[config.mk]
export PLATFORM = sky130hd
export DESIGN_NAME = sfcd_decoder
export DESIGN_NICKNAME = d
export VERILOG_FILES = /design/src/rtl/sfcd_pkg.sv /design/src/rtl/sfcd_decoder.sv /design/src/rtl/sfcd_sync.sv
export SDC_FILE = /design/constraint.sdc
export NUM_CORES = 1
export LEC_CHECK = 0
export BUFFER_PORTS_ARGS = -buffer_cell sky130_fd_sc_hd__buf_4
export CAP_MARGIN = 20
export CORE_ASPECT_RATIO = 0.7
export CORE_MARGIN = 5
export CORE_UTILIZATION = 60
export DETAILED_ROUTE_END_ITERATION = 7
export GPL_TIMING_DRIVEN = 0
export HOLD_SLACK_MARGIN = 0.06
export PLACE_DENSITY_LB_ADDON = 0.15
export REMOVE_ABC_BUFFERS = 1
export SLEW_MARGIN = 20
export SYNTH_ARGS = -nofsm -noshare
export SYNTH_HDL_FRONTEND = slang
export SYNTH_SLANG_ARGS = --single-unit
[constraint.sdc]
create_clock -name clk -period 3.2 [get_ports clk]
set_clock_uncertainty 0.05 [all_clocks]
set_input_delay 0.32 -clock clk [delete_from_list [all_inputs] [get_ports clk]]
set_output_delay 0.32 -clock clk [all_outputs]
set_load 0.02 [all_outputs]
[src/rtl/sfcd_pkg.sv]
// constants and types shared by the serial flash command decoder
`default_nettype none
package sfcd_pkg;
   // opcodes
   localparam logic [7:0] OP_NONE = 8'h00;
   localparam logic [7:0] OP_WRSR = 8'h01;
   localparam logic [7:0] OP_PP = 8'h02;
   localparam logic [7:0] OP_READ = 8'h03;
   localparam logic [7:0] OP_WRDI = 8'h04;
   localparam logic [7:0] OP_RDSR = 8'h05;
   localparam logic [7:0] OP_WREN = 8'h06;
   localparam logic [7:0] OP_FAST = 8'h0b;
   localparam logic [7:0] OP_RDID_S = 8'hab;
   localparam logic [7:0] OP_RDID_L = 8'h9f;
   localparam logic [7:0] OP_BE = 8'hc7;
   localparam logic [7:0] OP_SE = 8'hd8;
   // operand byte counts and last bit index of a byte
   localparam logic [1:0] ADDR_BYTES = 2'h3;
   localparam logic [1:0] FAST_DUMMY = 2'h1;
   localparam logic [1:0] ID_S_DUMMY = 2'h3;
   localparam logic [1:0] ID_L_DUMMY = 2'h2;
   localparam logic [2:0] LAST_BIT = 3'h7;
   // status byte layout and reset values
   localparam int STAT_WIP_BIT = 0;
   localparam int STAT_WEL_BIT = 1;
   localparam int STAT_BP_LSB = 2;
   localparam logic [2:0] BP_RST = 3'h0;
   localparam logic WEL_RST = 1'b0;
   // internal cycle kinds handed to the array
   localparam logic [1:0] KIND_PP = 2'h0;
   localparam logic [1:0] KIND_SE = 2'h1;
   localparam logic [1:0] KIND_BE = 2'h2;
   localparam logic [1:0] KIND_WRSR = 2'h3;

   typedef enum logic [2:0] {
      ST_IDLE, ST_OPCODE, ST_ADDR, ST_DUMMY, ST_OUT, ST_IN, ST_TAIL
   } sfcd_state_e;
endpackage : sfcd_pkg
`default_nettype wire

[src/rtl/sfcd_decoder.sv]
// serial flash command decoder with write-enable and block protection
`default_nettype none
module sfcd_decoder #(
   parameter int MEM_AW = 17, // byte address bits of the array
   parameter int SEC_W = 2, // sector index bits: 2 four, 3 eight
   parameter bit ID_LARGE = 1'b0, // 1 selects the 9Fh id command
   parameter logic [7:0] ID_CODE = 8'h5a // arbitrary id value
) (
   input wire logic clk, // 100 MHz system clock
   input wire logic rst_n, // async reset, active low
   input wire logic serial_clock_in, // host serial clock pin
   input wire logic chip_select_n, // host chip select pin, active low
   input wire logic serial_data_in, // host serial data pin
   output logic serial_data_out, // serial data output pin
   output logic serial_data_oe, // high while data pin is driven
   output logic [23:0] mem_rd_addr, // array read address
   input wire logic [7:0] mem_rd_data, // array data at mem_rd_addr
   output logic pgm_byte_valid, // pulse: page buffer byte
   output logic [7:0] pgm_byte_index, // page buffer slot
   output logic [7:0] pgm_byte_data, // page buffer data
   output logic op_start, // pulse: start internal cycle
   output logic [1:0] op_kind, // kind of internal cycle
   output logic [23:0] op_addr, // target address of cycle
   input wire logic op_done, // pulse: internal cycle finished
   output logic write_in_progress, // busy flag
   output logic write_enable_latch, // write-enable latch
   output logic [2:0] protect_bits // block-protect bits
);
   localparam int NSEC = 1 << SEC_W;
   localparam logic [2:0] BP_MASK = (SEC_W == 2) ? 3'h3 : 3'h7;

   typedef struct packed {
      sfcd_pkg::sfcd_state_e st;
      logic [2:0] bit_cnt;
      logic [1:0] byte_cnt;
      logic [7:0] sh;
      logic [7:0] opcode;
      logic [23:0] addr;
      logic [1:0] data_cnt;
      logic [7:0] page_idx;
      logic [2:0] new_bp;
      logic [7:0] out_sh;
      logic [2:0] out_cnt;
      logic dout;
      logic oe;
      logic wel;
      logic wip;
      logic [2:0] bp;
      logic [23:0] rd_addr;
      logic pgm_valid;
      logic [7:0] pgm_idx;
      logic [7:0] pgm_data;
      logic op_start;
      logic [1:0] op_kind;
      logic sclk_d;
      logic cs_d;
   } sfcd_state_s;

   sfcd_state_s r_reg;
   sfcd_state_s r_next;
   logic [2:0] pins_s;
   logic sclk_s;
   logic cs_s;
   logic sdi_s;
   logic sclk_rise;
   logic sclk_fall;
   logic [7:0] byte_in;
   logic [7:0] status_byte;
   logic tgt_prot;
   logic [7:0] first_byte;

   // all three pins come from the host's timing, so all are synchronised
   sfcd_sync #(
      .W(3),
      .RST_VAL(3'h2)
   ) u_pin_sync (
      .clk(clk),
      .rst_n(rst_n),
      .d({serial_clock_in, chip_select_n, serial_data_in}),
      .q(pins_s)
   );

   assign sclk_s = pins_s[2];
   assign cs_s = pins_s[1];
   assign sdi_s = pins_s[0];
   assign sclk_rise = sclk_s && !r_reg.sclk_d;
   assign sclk_fall = !sclk_s && r_reg.sclk_d;
   assign byte_in = {r_reg.sh[6:0], sdi_s};

   // live status byte, readable even while a cycle runs
   always_comb begin
      status_byte = 8'h00;
      status_byte[sfcd_pkg::STAT_WIP_BIT] = r_reg.wip;
      status_byte[sfcd_pkg::STAT_WEL_BIT] = r_reg.wel;
      status_byte[sfcd_pkg::STAT_BP_LSB +: 3] = r_reg.bp;
   end

   // protected when the sector lies in the upper area the bits select
   function automatic logic prot_hit(logic [2:0] bp,
                                     logic [SEC_W-1:0] sec);
      logic [SEC_W:0] lim;
      lim = (SEC_W + 1)'(NSEC) - ((SEC_W + 1)'(1) << (bp - 3'h1));
      if (bp == 3'h0) begin
         prot_hit = 1'b0;
      end else if (bp >= 3'(SEC_W + 1)) begin
         prot_hit = 1'b1;
      end else begin
         prot_hit = {1'b0, sec} >= lim;
      end
   endfunction

   assign tgt_prot = prot_hit(r_reg.bp, r_reg.addr[MEM_AW-1 -: SEC_W]);

   // whole command sequencer: pin edges, decode, commit and output
   always_comb begin
      r_next = r_reg;
      first_byte = ID_CODE;
      r_next.pgm_valid = 1'b0;
      r_next.op_start = 1'b0;
      r_next.sclk_d = sclk_s;
      r_next.cs_d = cs_s;
      // end of the internal cycle also drops the latch
      if (op_done && r_reg.wip) begin
         r_next.wip = 1'b0;
         r_next.wel = 1'b0;
      end
      if (cs_s) begin
         r_next.st = sfcd_pkg::ST_IDLE;
         r_next.oe = 1'b0;
         r_next.dout = 1'b0;
         r_next.bit_cnt = 3'h0;
         // commit only on the select rise, and only at a byte boundary
         if (!r_reg.cs_d && r_reg.st != sfcd_pkg::ST_IDLE &&
             r_reg.bit_cnt == 3'h0) begin
            case (r_reg.opcode)
               sfcd_pkg::OP_WREN: begin
                  r_next.wel = 1'b1;
               end
               sfcd_pkg::OP_WRDI: begin
                  r_next.wel = 1'b0;
               end
               sfcd_pkg::OP_WRSR: begin
                  if (r_reg.wel && r_reg.data_cnt == 2'h1) begin
                     r_next.bp = r_reg.new_bp;
                     r_next.op_start = 1'b1;
                     r_next.op_kind = sfcd_pkg::KIND_WRSR;
                     r_next.wip = 1'b1;
                  end
               end
               sfcd_pkg::OP_PP: begin
                  if (r_reg.wel && r_reg.st == sfcd_pkg::ST_IN &&
                      r_reg.data_cnt != 2'h0 && !tgt_prot) begin
                     r_next.op_start = 1'b1;
                     r_next.op_kind = sfcd_pkg::KIND_PP;
                     r_next.wip = 1'b1;
                  end
               end
               sfcd_pkg::OP_SE: begin
                  if (r_reg.wel && r_reg.st == sfcd_pkg::ST_TAIL &&
                      !tgt_prot) begin
                     r_next.op_start = 1'b1;
                     r_next.op_kind = sfcd_pkg::KIND_SE;
                     r_next.wip = 1'b1;
                  end
               end
               sfcd_pkg::OP_BE: begin
                  if (r_reg.wel && r_reg.bp == 3'h0) begin
                     r_next.op_start = 1'b1;
                     r_next.op_kind = sfcd_pkg::KIND_BE;
                     r_next.wip = 1'b1;
                  end
               end
               default: begin
               end
            endcase
         end
      end else if (r_reg.cs_d) begin
         // select just fell: a fresh opcode starts at the next rise
         r_next.st = sfcd_pkg::ST_OPCODE;
         r_next.bit_cnt = 3'h0;
         r_next.opcode = sfcd_pkg::OP_NONE;
         r_next.data_cnt = 2'h0;
      end else if (sclk_rise) begin
         // every rise is counted so the byte boundary check stays exact
         r_next.sh = byte_in;
         r_next.bit_cnt = r_reg.bit_cnt + 3'h1;
         if (r_reg.bit_cnt == sfcd_pkg::LAST_BIT) begin
            unique case (r_reg.st)
               sfcd_pkg::ST_OPCODE: begin
                  r_next.opcode = byte_in;
                  r_next.out_cnt = 3'h0;
                  r_next.st = sfcd_pkg::ST_TAIL;
                  // a running cycle leaves only status read open
                  if (r_reg.wip && byte_in != sfcd_pkg::OP_RDSR) begin
                     r_next.opcode = sfcd_pkg::OP_NONE;
                  end else begin
                     case (byte_in)
                        sfcd_pkg::OP_RDSR: begin
                           r_next.st = sfcd_pkg::ST_OUT;
                        end
                        sfcd_pkg::OP_READ, sfcd_pkg::OP_FAST,
                        sfcd_pkg::OP_PP, sfcd_pkg::OP_SE: begin
                           r_next.st = sfcd_pkg::ST_ADDR;
                           r_next.byte_cnt = sfcd_pkg::ADDR_BYTES;
                        end
                        sfcd_pkg::OP_RDID_S: begin
                           if (!ID_LARGE) begin
                              r_next.st = sfcd_pkg::ST_DUMMY;
                              r_next.byte_cnt = sfcd_pkg::ID_S_DUMMY;
                           end else begin
                              r_next.opcode = sfcd_pkg::OP_NONE;
                           end
                        end
                        sfcd_pkg::OP_RDID_L: begin
                           if (ID_LARGE) begin
                              r_next.st = sfcd_pkg::ST_DUMMY;
                              r_next.byte_cnt = sfcd_pkg::ID_L_DUMMY;
                           end else begin
                              r_next.opcode = sfcd_pkg::OP_NONE;
                           end
                        end
                        sfcd_pkg::OP_WRSR: begin
                           r_next.st = sfcd_pkg::ST_IN;
                        end
                        sfcd_pkg::OP_WREN, sfcd_pkg::OP_WRDI,
                        sfcd_pkg::OP_BE: begin
                           r_next.st = sfcd_pkg::ST_TAIL;
                        end
                        default: begin
                           r_next.opcode = sfcd_pkg::OP_NONE;
                        end
                     endcase
                  end
               end
               sfcd_pkg::ST_ADDR: begin
                  r_next.addr = {r_reg.addr[15:0], byte_in};
                  r_next.byte_cnt = r_reg.byte_cnt - 2'h1;
                  if (r_reg.byte_cnt == 2'h1) begin
                     r_next.rd_addr = {r_reg.addr[15:0], byte_in};
                     r_next.page_idx = byte_in;
                     case (r_reg.opcode)
                        sfcd_pkg::OP_READ: begin
                           r_next.st = sfcd_pkg::ST_OUT;
                        end
                        sfcd_pkg::OP_FAST: begin
                           r_next.st = sfcd_pkg::ST_DUMMY;
                           r_next.byte_cnt = sfcd_pkg::FAST_DUMMY;
                        end
                        sfcd_pkg::OP_PP: begin
                           r_next.st = sfcd_pkg::ST_IN;
                        end
                        default: begin
                           r_next.st = sfcd_pkg::ST_TAIL;
                        end
                     endcase
                  end
               end
               sfcd_pkg::ST_DUMMY: begin
                  r_next.byte_cnt = r_reg.byte_cnt - 2'h1;
                  if (r_reg.byte_cnt == 2'h1) begin
                     r_next.st = sfcd_pkg::ST_OUT;
                  end
               end
               sfcd_pkg::ST_IN: begin
                  if (r_reg.opcode == sfcd_pkg::OP_PP) begin
                     // slot wraps, so later bytes overwrite earlier ones
                     r_next.pgm_valid = 1'b1;
                     r_next.pgm_idx = r_reg.page_idx;
                     r_next.pgm_data = byte_in;
                     r_next.page_idx = r_reg.page_idx + 8'h01;
                     r_next.data_cnt = 2'h1;
                  end else begin
                     r_next.new_bp = byte_in[sfcd_pkg::STAT_BP_LSB +: 3]
                                     & BP_MASK;
                     if (r_reg.data_cnt != 2'h2) begin
                        r_next.data_cnt = r_reg.data_cnt + 2'h1;
                     end
                  end
               end
               sfcd_pkg::ST_IDLE, sfcd_pkg::ST_OUT, sfcd_pkg::ST_TAIL: begin
               end
            endcase
         end
      end else if (sclk_fall && r_reg.st == sfcd_pkg::ST_OUT) begin
         // launch on the fall so the host samples on the next rise
         r_next.oe = 1'b1;
         r_next.out_cnt = r_reg.out_cnt + 3'h1;
         if (r_reg.out_cnt == 3'h0) begin
            if (r_reg.opcode == sfcd_pkg::OP_RDSR) begin
               first_byte = status_byte;
            end else if (r_reg.opcode == sfcd_pkg::OP_READ ||
                         r_reg.opcode == sfcd_pkg::OP_FAST) begin
               first_byte = mem_rd_data;
               r_next.rd_addr = r_reg.rd_addr + 24'h000001;
            end
            r_next.dout = first_byte[7];
            r_next.out_sh = {first_byte[6:0], 1'b0};
         end else begin
            r_next.dout = r_reg.out_sh[7];
            r_next.out_sh = {r_reg.out_sh[6:0], 1'b0};
         end
      end
   end

   // latch and protect bits take their power-up values here
   always_ff @(posedge clk or negedge rst_n) begin
      if (!rst_n) begin
         r_reg <= '0;
         r_reg.st <= sfcd_pkg::ST_IDLE;
         r_reg.opcode <= sfcd_pkg::OP_NONE;
         r_reg.wel <= sfcd_pkg::WEL_RST;
         r_reg.bp <= sfcd_pkg::BP_RST;
         r_reg.sclk_d <= 1'b0;
         r_reg.cs_d <= 1'b1;
      end else begin
         r_reg <= r_next;
      end
   end

   assign serial_data_out = r_reg.dout;
   assign serial_data_oe = r_reg.oe;
   assign mem_rd_addr = r_reg.rd_addr;
   assign pgm_byte_valid = r_reg.pgm_valid;
   assign pgm_byte_index = r_reg.pgm_idx;
   assign pgm_byte_data = r_reg.pgm_data;
   assign op_start = r_reg.op_start;
   assign op_kind = r_reg.op_kind;
   assign op_addr = r_reg.addr;
   assign write_in_progress = r_reg.wip;
   assign write_enable_latch = r_reg.wel;
   assign protect_bits = r_reg.bp;

   // checks on the outputs the sequencer drives
   a_oe_after_deselect: assert property (
      @(posedge clk) disable iff (!rst_n)
      cs_s |=> !serial_data_oe)
      else $error("data pin still driven after deselect");
   a_start_needs_wel: assert property (
      @(posedge clk) disable iff (!rst_n)
      op_start |-> $past(r_reg.wel))
      else $error("internal cycle started with latch clear");
   a_start_sets_wip: assert property (
      @(posedge clk) disable iff (!rst_n)
      op_start |-> write_in_progress && !$past(r_reg.wip))
      else $error("busy flag wrong at cycle start");
   a_done_clears_wel: assert property (
      @(posedge clk) disable iff (!rst_n)
      op_done && write_in_progress |=> !r_reg.wel && !r_reg.wip)
      else $error("latch or busy not cleared at cycle end");
   a_bulk_unprotected: assert property (
      @(posedge clk) disable iff (!rst_n)
      op_start && op_kind == sfcd_pkg::KIND_BE |-> protect_bits == 3'h0)
      else $error("bulk erase started with protect bits set");
   a_target_unprot: assert property (
      @(posedge clk) disable iff (!rst_n)
      op_start && (op_kind == sfcd_pkg::KIND_PP ||
                   op_kind == sfcd_pkg::KIND_SE) |-> !tgt_prot)
      else $error("program or erase started in protected area");
   a_start_on_rise: assert property (
      @(posedge clk) disable iff (!rst_n)
      op_start |-> $past(cs_s) && !$past(r_reg.cs_d)
                   && $past(r_reg.bit_cnt) == 3'h0)
      else $error("cycle started off a byte-aligned deselect");
   a_launch_on_fall: assert property (
      @(posedge clk) disable iff (!rst_n)
      $rose(serial_data_oe) |-> $past(sclk_fall))
      else $error("output enabled away from a falling edge");
endmodule : sfcd_decoder
`default_nettype wire

[src/rtl/sfcd_sync.sv]
// two flip-flop synchroniser for a group of pin inputs
`default_nettype none
module sfcd_sync #(
   parameter int W = 1,
   parameter logic [W-1:0] RST_VAL = '0
) (
   input wire logic clk, // system clock
   input wire logic rst_n, // async reset, active low
   input wire logic [W-1:0] d, // asynchronous pin levels
   output logic [W-1:0] q // synchronised levels
);
   typedef struct packed {
      logic [W-1:0] s1;
      logic [W-1:0] s2;
   } sfcd_sync_s;

   sfcd_sync_s r_reg;
   sfcd_sync_s r_next;

   // first stage feeds only the second stage
   always_comb begin
      r_next = r_reg;
      r_next.s1 = d;
      r_next.s2 = r_reg.s1;
   end

   always_ff @(posedge clk or negedge rst_n) begin
      if (!rst_n) begin
         r_reg <= {RST_VAL, RST_VAL};
      end else begin
         r_reg <= r_next;
      end
   end

   assign q = r_reg.s2;
endmodule : sfcd_sync
`default_nettype wire

==> flow_summary.toml, run 1 <==
[worst_setup_path]
worst_path_most_repeated_cell = "ha_1"
critPathRequiredTime_ps = 3460
critical_path_class = "reg2reg"
crit_slowest_cell = "nor3_4"
worst_r2r_endpoint = "pgm_byte_data[4]"
reg2regPathDepth = 6
crit_arrival_ps = 3280
reg2reg_slack_ps = 180
slowest_delay_ps = 710
crit_chain = "ha_1 > ha_1 > and3b_2 > nand2_1 > nor3_4 > mux2_2"
startpoint_type = "flip-flop"
crit_fanout = 23
r2r-start = "r_reg[119]"
endpoint_kind = "flip-flop"
startpoint = "r_reg[119]"

[finish]
largest_reg_flops = 40
post-route-util_pct = 68.83
multiInputGateArea_um2 = 3234
drive_above_1_share_pct = 24.34
nFillCells = 906
insertedDiodeCount = 0
nNetsFinal = 773
regArea_um2 = 3182
area_growth_pct = 12.29
layout.cells.non_filler = 913

[routing]
drt-initial-drc-count = 588
routed_wirelength_um = 18040
drt_first_pass_iters = 7
post_drt_wl_per_cell_um = 19.76
vias = 5689
vias_per_cell = 6.231
drc = 0
ant_nets = 0

[yosys]
synth_cell_type_count = 73
ys_async_sr_fraction_pct = 100.0
synth-edff-count = 0
ys_ff_latch = 127
synth_flop_cell = "dfrtp_1"
syn_avg_cell_area_um2 = 9.727
netlist.area_leader.share_pct = 43.17
ys_top_cells_by_area = "dfrtp_1, buf_4, mux2_2"
yosysWarnings = 0
ys_top_cells_by_count = "dfrtp_1, buf_4, nand2_1"
synth_area_um2 = 7188
ys_seq_area_share_pct = 44.26
syn_inst = 739
synth_area_leader_cell = "dfrtp_1"
synth.most_common_cell = "dfrtp_1"

[worst_hold_path]
min_to = "r_reg[62]"
min_path_cells = 3
min_from = "mem_rd_data[5]"
worstHoldPathType = "in2reg"

[sta]
worst_pin_slew_ps = 857.5
fin_crit_ps = 3020
fin_crit_sh_pct = 94.37
relSlewSlack_pct = 42.64
slew_violations = 0
final_hold_viol_count = 0
fmax_ghz = 0.3312
setup-violations-final = 0
rsz0062_at_grt = "no"

[die]
coreArea_um2 = 11730
io_pins = 89
dieArea_um2 = 14300
num_rows = 33
initial_utilization_pct = 61.30
die_y_um = 101.6
dieWidth_um = 140.8

[global_routing]
grt_start_max_net_pins = 68
grt_remaining_overflow = 0
antenna_found_initial = 1
grt_pass1_vias = 5468
grt_pass1_wl_um = 29560
grtUsageTotal_pct = 26.28

[clocking]
clock_latency_ps = 420
htree_num_levels = 4
cts_buffers = 17
cts_root_buf = "clkbuf_16"
path_clk_slew_ps = 60
cts_sinks = 127
post_cts_buffers = 0
cts_buffer_depth = 2
cts_tree = "built"

[place]
hpwl_um = 12610
dp.cells = 876
place.gp.congestion = 0.8921
numPortBuffers = 87

[pwr]
vdd_drop_max_v = 0.0004898
power_density_nw_per_um2 = 488.8
p_leak_uw = 0.003619

[flow_run]
maxCapViolCount = 0

[outcome]
status = "complete, no violations"
==> layout by cell type (no fill, tap or decap), types with 4 or more instances in the layout <==
cell / netlist / final
nand2_1: 60 / 60
dlygate4sd3_1: 0 / 5
inv_6: 0 / 5
dfrtp_1: 124 / 124
buf_4: 71 / 86
o21ai_0: 38 / 38
nor2b_1: 6 / 5
a221oi_1: 4 / 4
nand4_1: 11 / 11
ha_1: 16 / 16
mux2i_1: 8 / 8
nor2_1: 42 / 42
mux2_1: 10 / 10
mux2_2: 37 / 37
o22a_1: 6 / 6
and2_1: 5 / 5
o22ai_1: 6 / 6
clkbuf_16: 0 / 17
a21oi_1: 32 / 32
o2bb2ai_1: 4 / 4
inv_1: 25 / 25
or3_1: 4 / 4
o211ai_1: 6 / 6
o21ai_1: 18 / 18
nand3_1: 19 / 19
a22oi_1: 7 / 7
nor3_1: 18 / 17
nand2b_1: 9 / 9
o31ai_1: 5 / 5
and3_1: 6 / 6
nand3b_1: 7 / 7
a31oi_1: 16 / 16
nor4_1: 10 / 10
o21bai_1: 6 / 6
inv_8: 0 / 7
==> metrics by stage <==
| step | power [µW] | setup WS [ps] | hold WS, ps | setup TNS, ps | instance area (µm²) |
|---|---|---|---|---|---|
| after floorplan | 1848 | -6.514 | -25.59 | -13.03 | 6475 |
| after global placement | 1961 | -1152 | 282.3 | -26520 | 7325 |
| after detailed placement | 1980 | -196.9 | 284.2 | -3277 | 7398 |
| after CTS | 3972 | 219.9 | 122.4 | 0 | 8060 |
| after global routing | 4087 | 12.98 | 149.1 | 0 | 8071 |
| final | 3946 | 180.3 | 133.5 | 0 | 8071 |
==> cell type report <==
class	instances	share of cell area (%)
clock buffer	17	5.271
clock inverter	15	2.294
inverter	25	1.163
multi-input combinational	478	40.07
sequential	127	39.42
tap	157	2.434
timing repair buffer	94	9.347
==> timing repair <==
item / CTS / global route
endpoints found under the hold margin: 62 / 0
endpoints found under the setup margin: 21 / 4
resized for setup: 1 / 1
hold buffers: 5 / 0
==> routing by layer <==
layer  part of all wire [%]  up-vias  track usage (%)
met4                    1.1        2            6.478
met2                     45      209            39.34
met3                    7.1       26            5.993
met1                     47     2839            39.09
met5                  0.072        -                0
li1                       -     2613                -
==> worst max-delay path by stage <==
stage,end,slack [ps],depth (start not counted)
finish,pgm_byte_data[4],180,6
global route,pgm_byte_data[4],10,6
CTS,mem_rd_addr[16],220,7
detailed placement,pgm_byte_data[3],-200,6
global placement,mem_rd_addr[16],-1150,5
floorplan,mem_rd_addr[4],-7,5
==> power breakdown <==
group          switching [µW]  internal (µW)  leakage [µW]  total [µW]
logic                     139           94.2       0.00161         233
clock network             852           1130      0.000302        1980
registers                98.0           1630       0.00171        1730
==> critical path, delay by kind of cell (launching register included) <==
kind | cells | cell delay (ps)
simple gates | 3 | 1580
mux | 1 | 420
fa+ha+maj | 2 | 480
flops | 1 | 370
==> kinds of logic after synthesis <==
group	synth area share, %
adders and majority gates	2.785
DFF	44.26
buffers and inverters	11.23
and+or+nand+nor	16.75
AOI/OAI and AO/OA	16.21
other	0.05217
muxes	8.477
xor gates and xnor gates	0.2437
No activity file was read; power rests on OpenSTA's default activity.
==> inputs of run 2 (changes only) <==
- BUFFER_PORTS_ARGS: -buffer_cell sky130_fd_sc_hd__buf_4 -> -buffer_cell sky130_fd_sc_hd__buf_2
==> run 2 against run 1 <==
  * Combinational power decreased by 2%
  * Global-route usage decreased by 0.63 points
  * First-iteration DRC count decreased by 18%
  * Worst setup slack improved by 130 ps
  * Sequential power about the same
  * Largest power group unchanged
==> flow_summary.toml, run 2 (synthesized netlist as in run 1, its figures left out) <==
[worst_setup_path]
crit_arrival_ps = 3140
crit_fanout = 35
endpoint_kind = "flip-flop"
critPathRequiredTime_ps = 3450
critical_path_class = "reg2reg"
startpoint_type = "flip-flop"

[clocking]
cts_tree = "built"
cts_buffer_depth = 2
cts_buffers = 17
cts_sinks = 127
cts_root_buf = "clkbuf_16"
path_clk_slew_ps = 60
htree_num_levels = 4
clock_latency_ps = 420

[routing]
routed_wirelength_um = 17610
post_drt_wl_per_cell_um = 19.27
drt-initial-drc-count = 482
drc = 0
vias = 5527
ant_nets = 0
drt_first_pass_iters = 5
vias_per_cell = 6.047

[die]
initial_utilization_pct = 61.30
dieWidth_um = 140.8
dieArea_um2 = 14300
coreArea_um2 = 11730
io_pins = 89
num_rows = 33
die_y_um = 101.6

[finish]
mostFrequentLayoutCells = "dfrtp_1, buf_2, nand2_1, nor2_1, o21ai_0"
area_growth_pct = 9.504
regArea_um2 = 3182
largest_reg_flops = 40
nNetsFinal = 774
mostFrequentLayoutCell = "dfrtp_1"
stdcell_area_um2 = 7871
insertedDiodeCount = 0
nFillCells = 955
layout.cells.non_filler = 914
drive_above_1_share_pct = 24.44
multiInputGateArea_um2 = 3234

[place]
hpwl_um = 12110
placed_area_um2 = 7191
dp.cells = 876
place.gp.congestion = 0.9202
numPortBuffers = 87

[sta]
fin_crit_sh_pct = 90.37
slew_violations = 0
fin_tns_setup_ps = 0
setup-violations-final = 0
fin_hold_ws_ps = 129.9
final_hold_viol_count = 0
worst_pin_slew_ps = 850.7
rsz0062_at_grt = "no"
fmax_ghz = 0.3458
fin_crit_ps = 2892
relSlewSlack_pct = 43.29

[global_routing]
grt_start_max_net_pins = 82
met1_usage_pct = 37.47
grtUsageTotal_pct = 25.65
grt_remaining_overflow = 0
antenna_found_initial = 0
grtUsageMet2_pct = 38.05
grt_pass1_vias = 5470
grt_pass1_wl_um = 28770
busiest_layer = "met2"
grtUsageMet3_pct = 6.135

[worst_hold_path]
worstHoldPathType = "in2reg"

[pwr]
power_density_nw_per_um2 = 498.4
vdd_drop_max_v = 0.0004435
p_leak_uw = 0.003617

[outcome]
status = "complete, no violations"

[flow_run]
maxCapViolCount = 0
-- run 2: cell count changes in the layout (fill, tap and decap cells not counted), moves of 2 or more --
| cell | delta |
|---|---|
| buf_4 | -86 |
| buf_2 | +86 |
| clkinvlp_4 | +2 |
| clkinv_4 | +2 |
| clkinv_8 | -2 |
| inv_8 | -5 |
-- run 2: worst max-delay path: stages, from the launching register on --
cell and delay, ps:
dfrtp_1 370, ha_1 160, ha_1 310, and3b_2 570, nand2_1 200, a221o_2 670, a311oi_1 350, nor2_1 80
-- run 2: metrics by stage --
step	worst slack (ps)	total power, µW	util (%)
after floorplan	-6.514	1848	-
after global placement	-1176	1960	60.61
after detailed placement	-193.8	1976	61.32
after CTS	180.1	3955	66.86
after global routing	78.31	4068	67.13
final	308.2	3923	67.13
-- run 2: report_power, final --
part	switching [µW]	internal, µW
clock	796	1170
sequential	93.9	1630
combinational	138	91.2
-- run 2: per-layer routing --
metal  vias to the layer above  share of wire, %
met5                         -                 0
li1                       2619                 -
met3                        18               6.7
met2                       164                44
met1                      2726                48
met4                         0               1.2
-- run 2: what timing repair did --
| item | CTS | global route |
|---|---|---|
| setup buffers | 0 | 1 |
| hold buffers | 5 | 0 |
| cloned | 0 | 0 |
| setup endpoints to repair | 20 | 8 |
| gates resized for setup | 1 | 1 |
| pin swaps | 0 | 1 |
| endpoints found under the hold margin | 82 | 0 |
-- run 2: worst paths after layout --
path | slack, ps | cells after the start | end | start
worst max-delay path | 310 | 7 | mem_rd_addr[6] | r_reg[119]
worst min-delay path | 130 | 3 | r_reg[62] | mem_rd_data[5]
worst max register to register | 310 | 7 | mem_rd_addr[6] | r_reg[119]
worst min register to register | 300 | 0 | u_pin_sync.q[0] | u_pin_sync.r_next[0]
max in group asynchronous | 1870 | 3 | r_reg[0] | rst_n
min in group asynchronous | 460 | 2 | op_addr[13] | rst_n
-- run 2: final cells by class --
type,instances,area share (%)
clock buffers,17,5.405
clock inverters,15,2.194
inverters,25,1.192
multi-input cells,478,41.09
flip-flops and latches,127,40.42
well taps,157,2.496
repair buffers,95,7.201
==> inputs of run 3 (changes only) <==
- SYNTH_HIERARCHICAL: unset -> 1
==> run 3 against run 2 <==
  * Cell count decreased by 2.8%
  * Area after synthesis decreased by 1.9%
  * Sequential share of layout area increased by 0.79 points
  * Design area decreased by 1.9%
==> flow_summary.toml, run 3 <==
[yosys]
syn_avg_cell_area_um2 = 9.878
synth_area_um2 = 7053
ys_ff_latch = 127
ys_seq_area_share_pct = 45.11
ys_top_cells_by_area = "dfrtp_1, mux2_2, buf_4"
synth.most_common_cell = "dfrtp_1"
ys_top_cells_by_count = "dfrtp_1, buf_4, nand2_1"
syn_inst = 714
synth_area_leader_cell = "dfrtp_1"
ys_async_sr_fraction_pct = 100.0
synth_flop_cell = "dfrtp_1"
synth-edff-count = 0
netlist.area_leader.share_pct = 44.00
yosysWarnings = 6
synth_cell_type_count = 71

[flow_run]
maxCapViolCount = 0

[worst_setup_path]
crit_chain = "ha_1 > ha_1 > and3b_2 > nand2_1 > nor3_4 > mux2_2"
crit_arrival_ps = 3210
slowest_delay_ps = 660
critPathTopFamily = "simple AND/OR/NAND/NOR gates"
critPathRequiredTime_ps = 3450
startpoint_type = "flip-flop"
crit_slowest_cell = "nor3_4"
worst_path_most_repeated_cell = "ha_1"
endpoint_kind = "flip-flop"
cp_num_buf_inv = 0
crit_fanout = 21
critical_path_class = "reg2reg"

[routing]
drc = 0
routed_wirelength_um = 17680
drt-initial-drc-count = 484
drt_first_pass_iters = 5
ant_nets = 0
vias = 5611
vias_per_cell = 6.319
post_drt_wl_per_cell_um = 19.91

[clocking]
clock_latency_ps = 410
path_clk_slew_ps = 60
cts_buffer_depth = 2
cts_tree = "built"
cts_root_buf = "clkbuf_16"
htree_num_levels = 4
cts_buffers = 17
cts_sinks = 127

[sta]
relSlewSlack_pct = 38.79
worst_pin_slew_ps = 909.8
fmax_ghz = 0.3374
slew_violations = 0
fin_crit_ps = 2964
fin_crit_sh_pct = 92.62
setup-violations-final = 0
final_hold_viol_count = 0
fin_tns_setup_ps = 0
rsz0062_at_grt = "no"

[global_routing]
grt_remaining_overflow = 0
antenna_found_initial = 0
grt_start_max_net_pins = 67
grtUsageTotal_pct = 25.88
grt_pass1_vias = 5412
grt_pass1_wl_um = 29100

[die]
initial_utilization_pct = 60.79
num_rows = 33
die_y_um = 100.7
coreArea_um2 = 11600
dieWidth_um = 139.6
io_pins = 89
dieArea_um2 = 14060

[finish]
mostFrequentLayoutCell = "dfrtp_1"
insertedDiodeCount = 0
area_growth_pct = 9.473
mostFrequentLayoutCells = "dfrtp_1, buf_2, nand2_1, mux2_2"
largest_reg_flops = 40
drive_above_1_share_pct = 26.13
post-route-util_pct = 66.55
nNetsFinal = 748

[worst_hold_path]
worstHoldPathType = "in2reg"

[place]
hpwl_um = 12080
place.gp.congestion = 0.8485
numPortBuffers = 87

[pwr]
vdd_drop_max_v = 0.0004324
power_density_nw_per_um2 = 498.0
p_leak_uw = 0.003658

[outcome]
status = "complete, no violations"
[run 3: metrics by stage]
| step | setup WS, ps | power [µW] | instances | instance area (µm²) | hold slack (ps) |
|---|---|---|---|---|---|
| final | 236.0 | 3845 | 888 | 7721 | 148.5 |
| after global routing | 47.46 | 3980 | 888 | 7721 | 157.0 |
| after CTS | 54.24 | 3860 | 887 | 7707 | 139.6 |
| after detailed placement | -153.0 | 1906 | 851 | 7054 | 285.8 |
| after global placement | -807.0 | 1894 | 848 | 6985 | 282.8 |
| after floorplan | 308.6 | 1799 | 604 | 6354 | -25.59 |
[run 3: per-layer routing]
layer | global-route usage (%) | up-vias | wire length [µm]
li1 | - | 2549 | -
met1 | 38.20 | 2832 | 8291
met2 | 38.16 | 212 | 7848
met3 | 6.591 | 18 | 1371
met4 | 7.297 | 0 | 168
met5 | 0 | - | 0
[run 3: tightest hold or removal path: stages]
cell and delay (ps):
buf_2 100, inv_1 40, a21o_1 110
[run 3: kinds of logic after synthesis]
logic type,synth area share [%]
flip-flops,45.11
adder cells (fa/ha/maj),2.838
XOR/XNOR,0.2484
buffers and inverters,11.19
AO/OA/AOI/OAI,16.23
AND/OR/NAND/NOR,16.25
multiplexers,8.072
other,0.05317
[run 3: power breakdown]
| part | internal, µW | switching [µW] | leakage, µW |
|---|---|---|---|
| Combinational | 66.1 | 116 | 0.00166 |
| Clock | 1200 | 756 | 0.000284 |
| Sequential | 1630 | 72.6 | 0.00171 |
[run 3: area by class of cell]
cell class / count / area [µm²]
inverter: 24 / 90.09
multi-input combinational: 454 / 3113
clock inverter: 13 / 151.4
sequential: 127 / 3182
timing repair buffer: 94 / 535.5
fill: 936 / 3881
tap: 157 / 196.4
clock buffer: 19 / 452.9
[run 3: worst paths after layout]
check	startpoint	endpoint	slack (ps)	cells past startpoint
max in group asynchronous	rst_n	u_pin_sync/q[1]	1890	3
hold / removal	op_done	write_in_progress	150	3
setup / recovery	r_reg[119]	pgm_byte_data[5]	240	6
min in group asynchronous	rst_n	op_addr[12]	420	2
hold reg to reg	u_pin_sync/r_next[0]	u_pin_sync/q[0]	300	0
setup reg to reg	r_reg[119]	pgm_byte_data[5]	240	6
[run 3: repair_timing]
| item | CTS | global route |
|---|---|---|
| hold buffers | 4 | 0 |
| setup buffers | 0 | 0 |
| hold endpoints to repair | 68 | 0 |
| endpoints found under the setup margin | 29 | 2 |
| pin swaps | 0 | 1 |
| gates resized for setup | 2 | 1 |
| cloned | 0 | 1 |
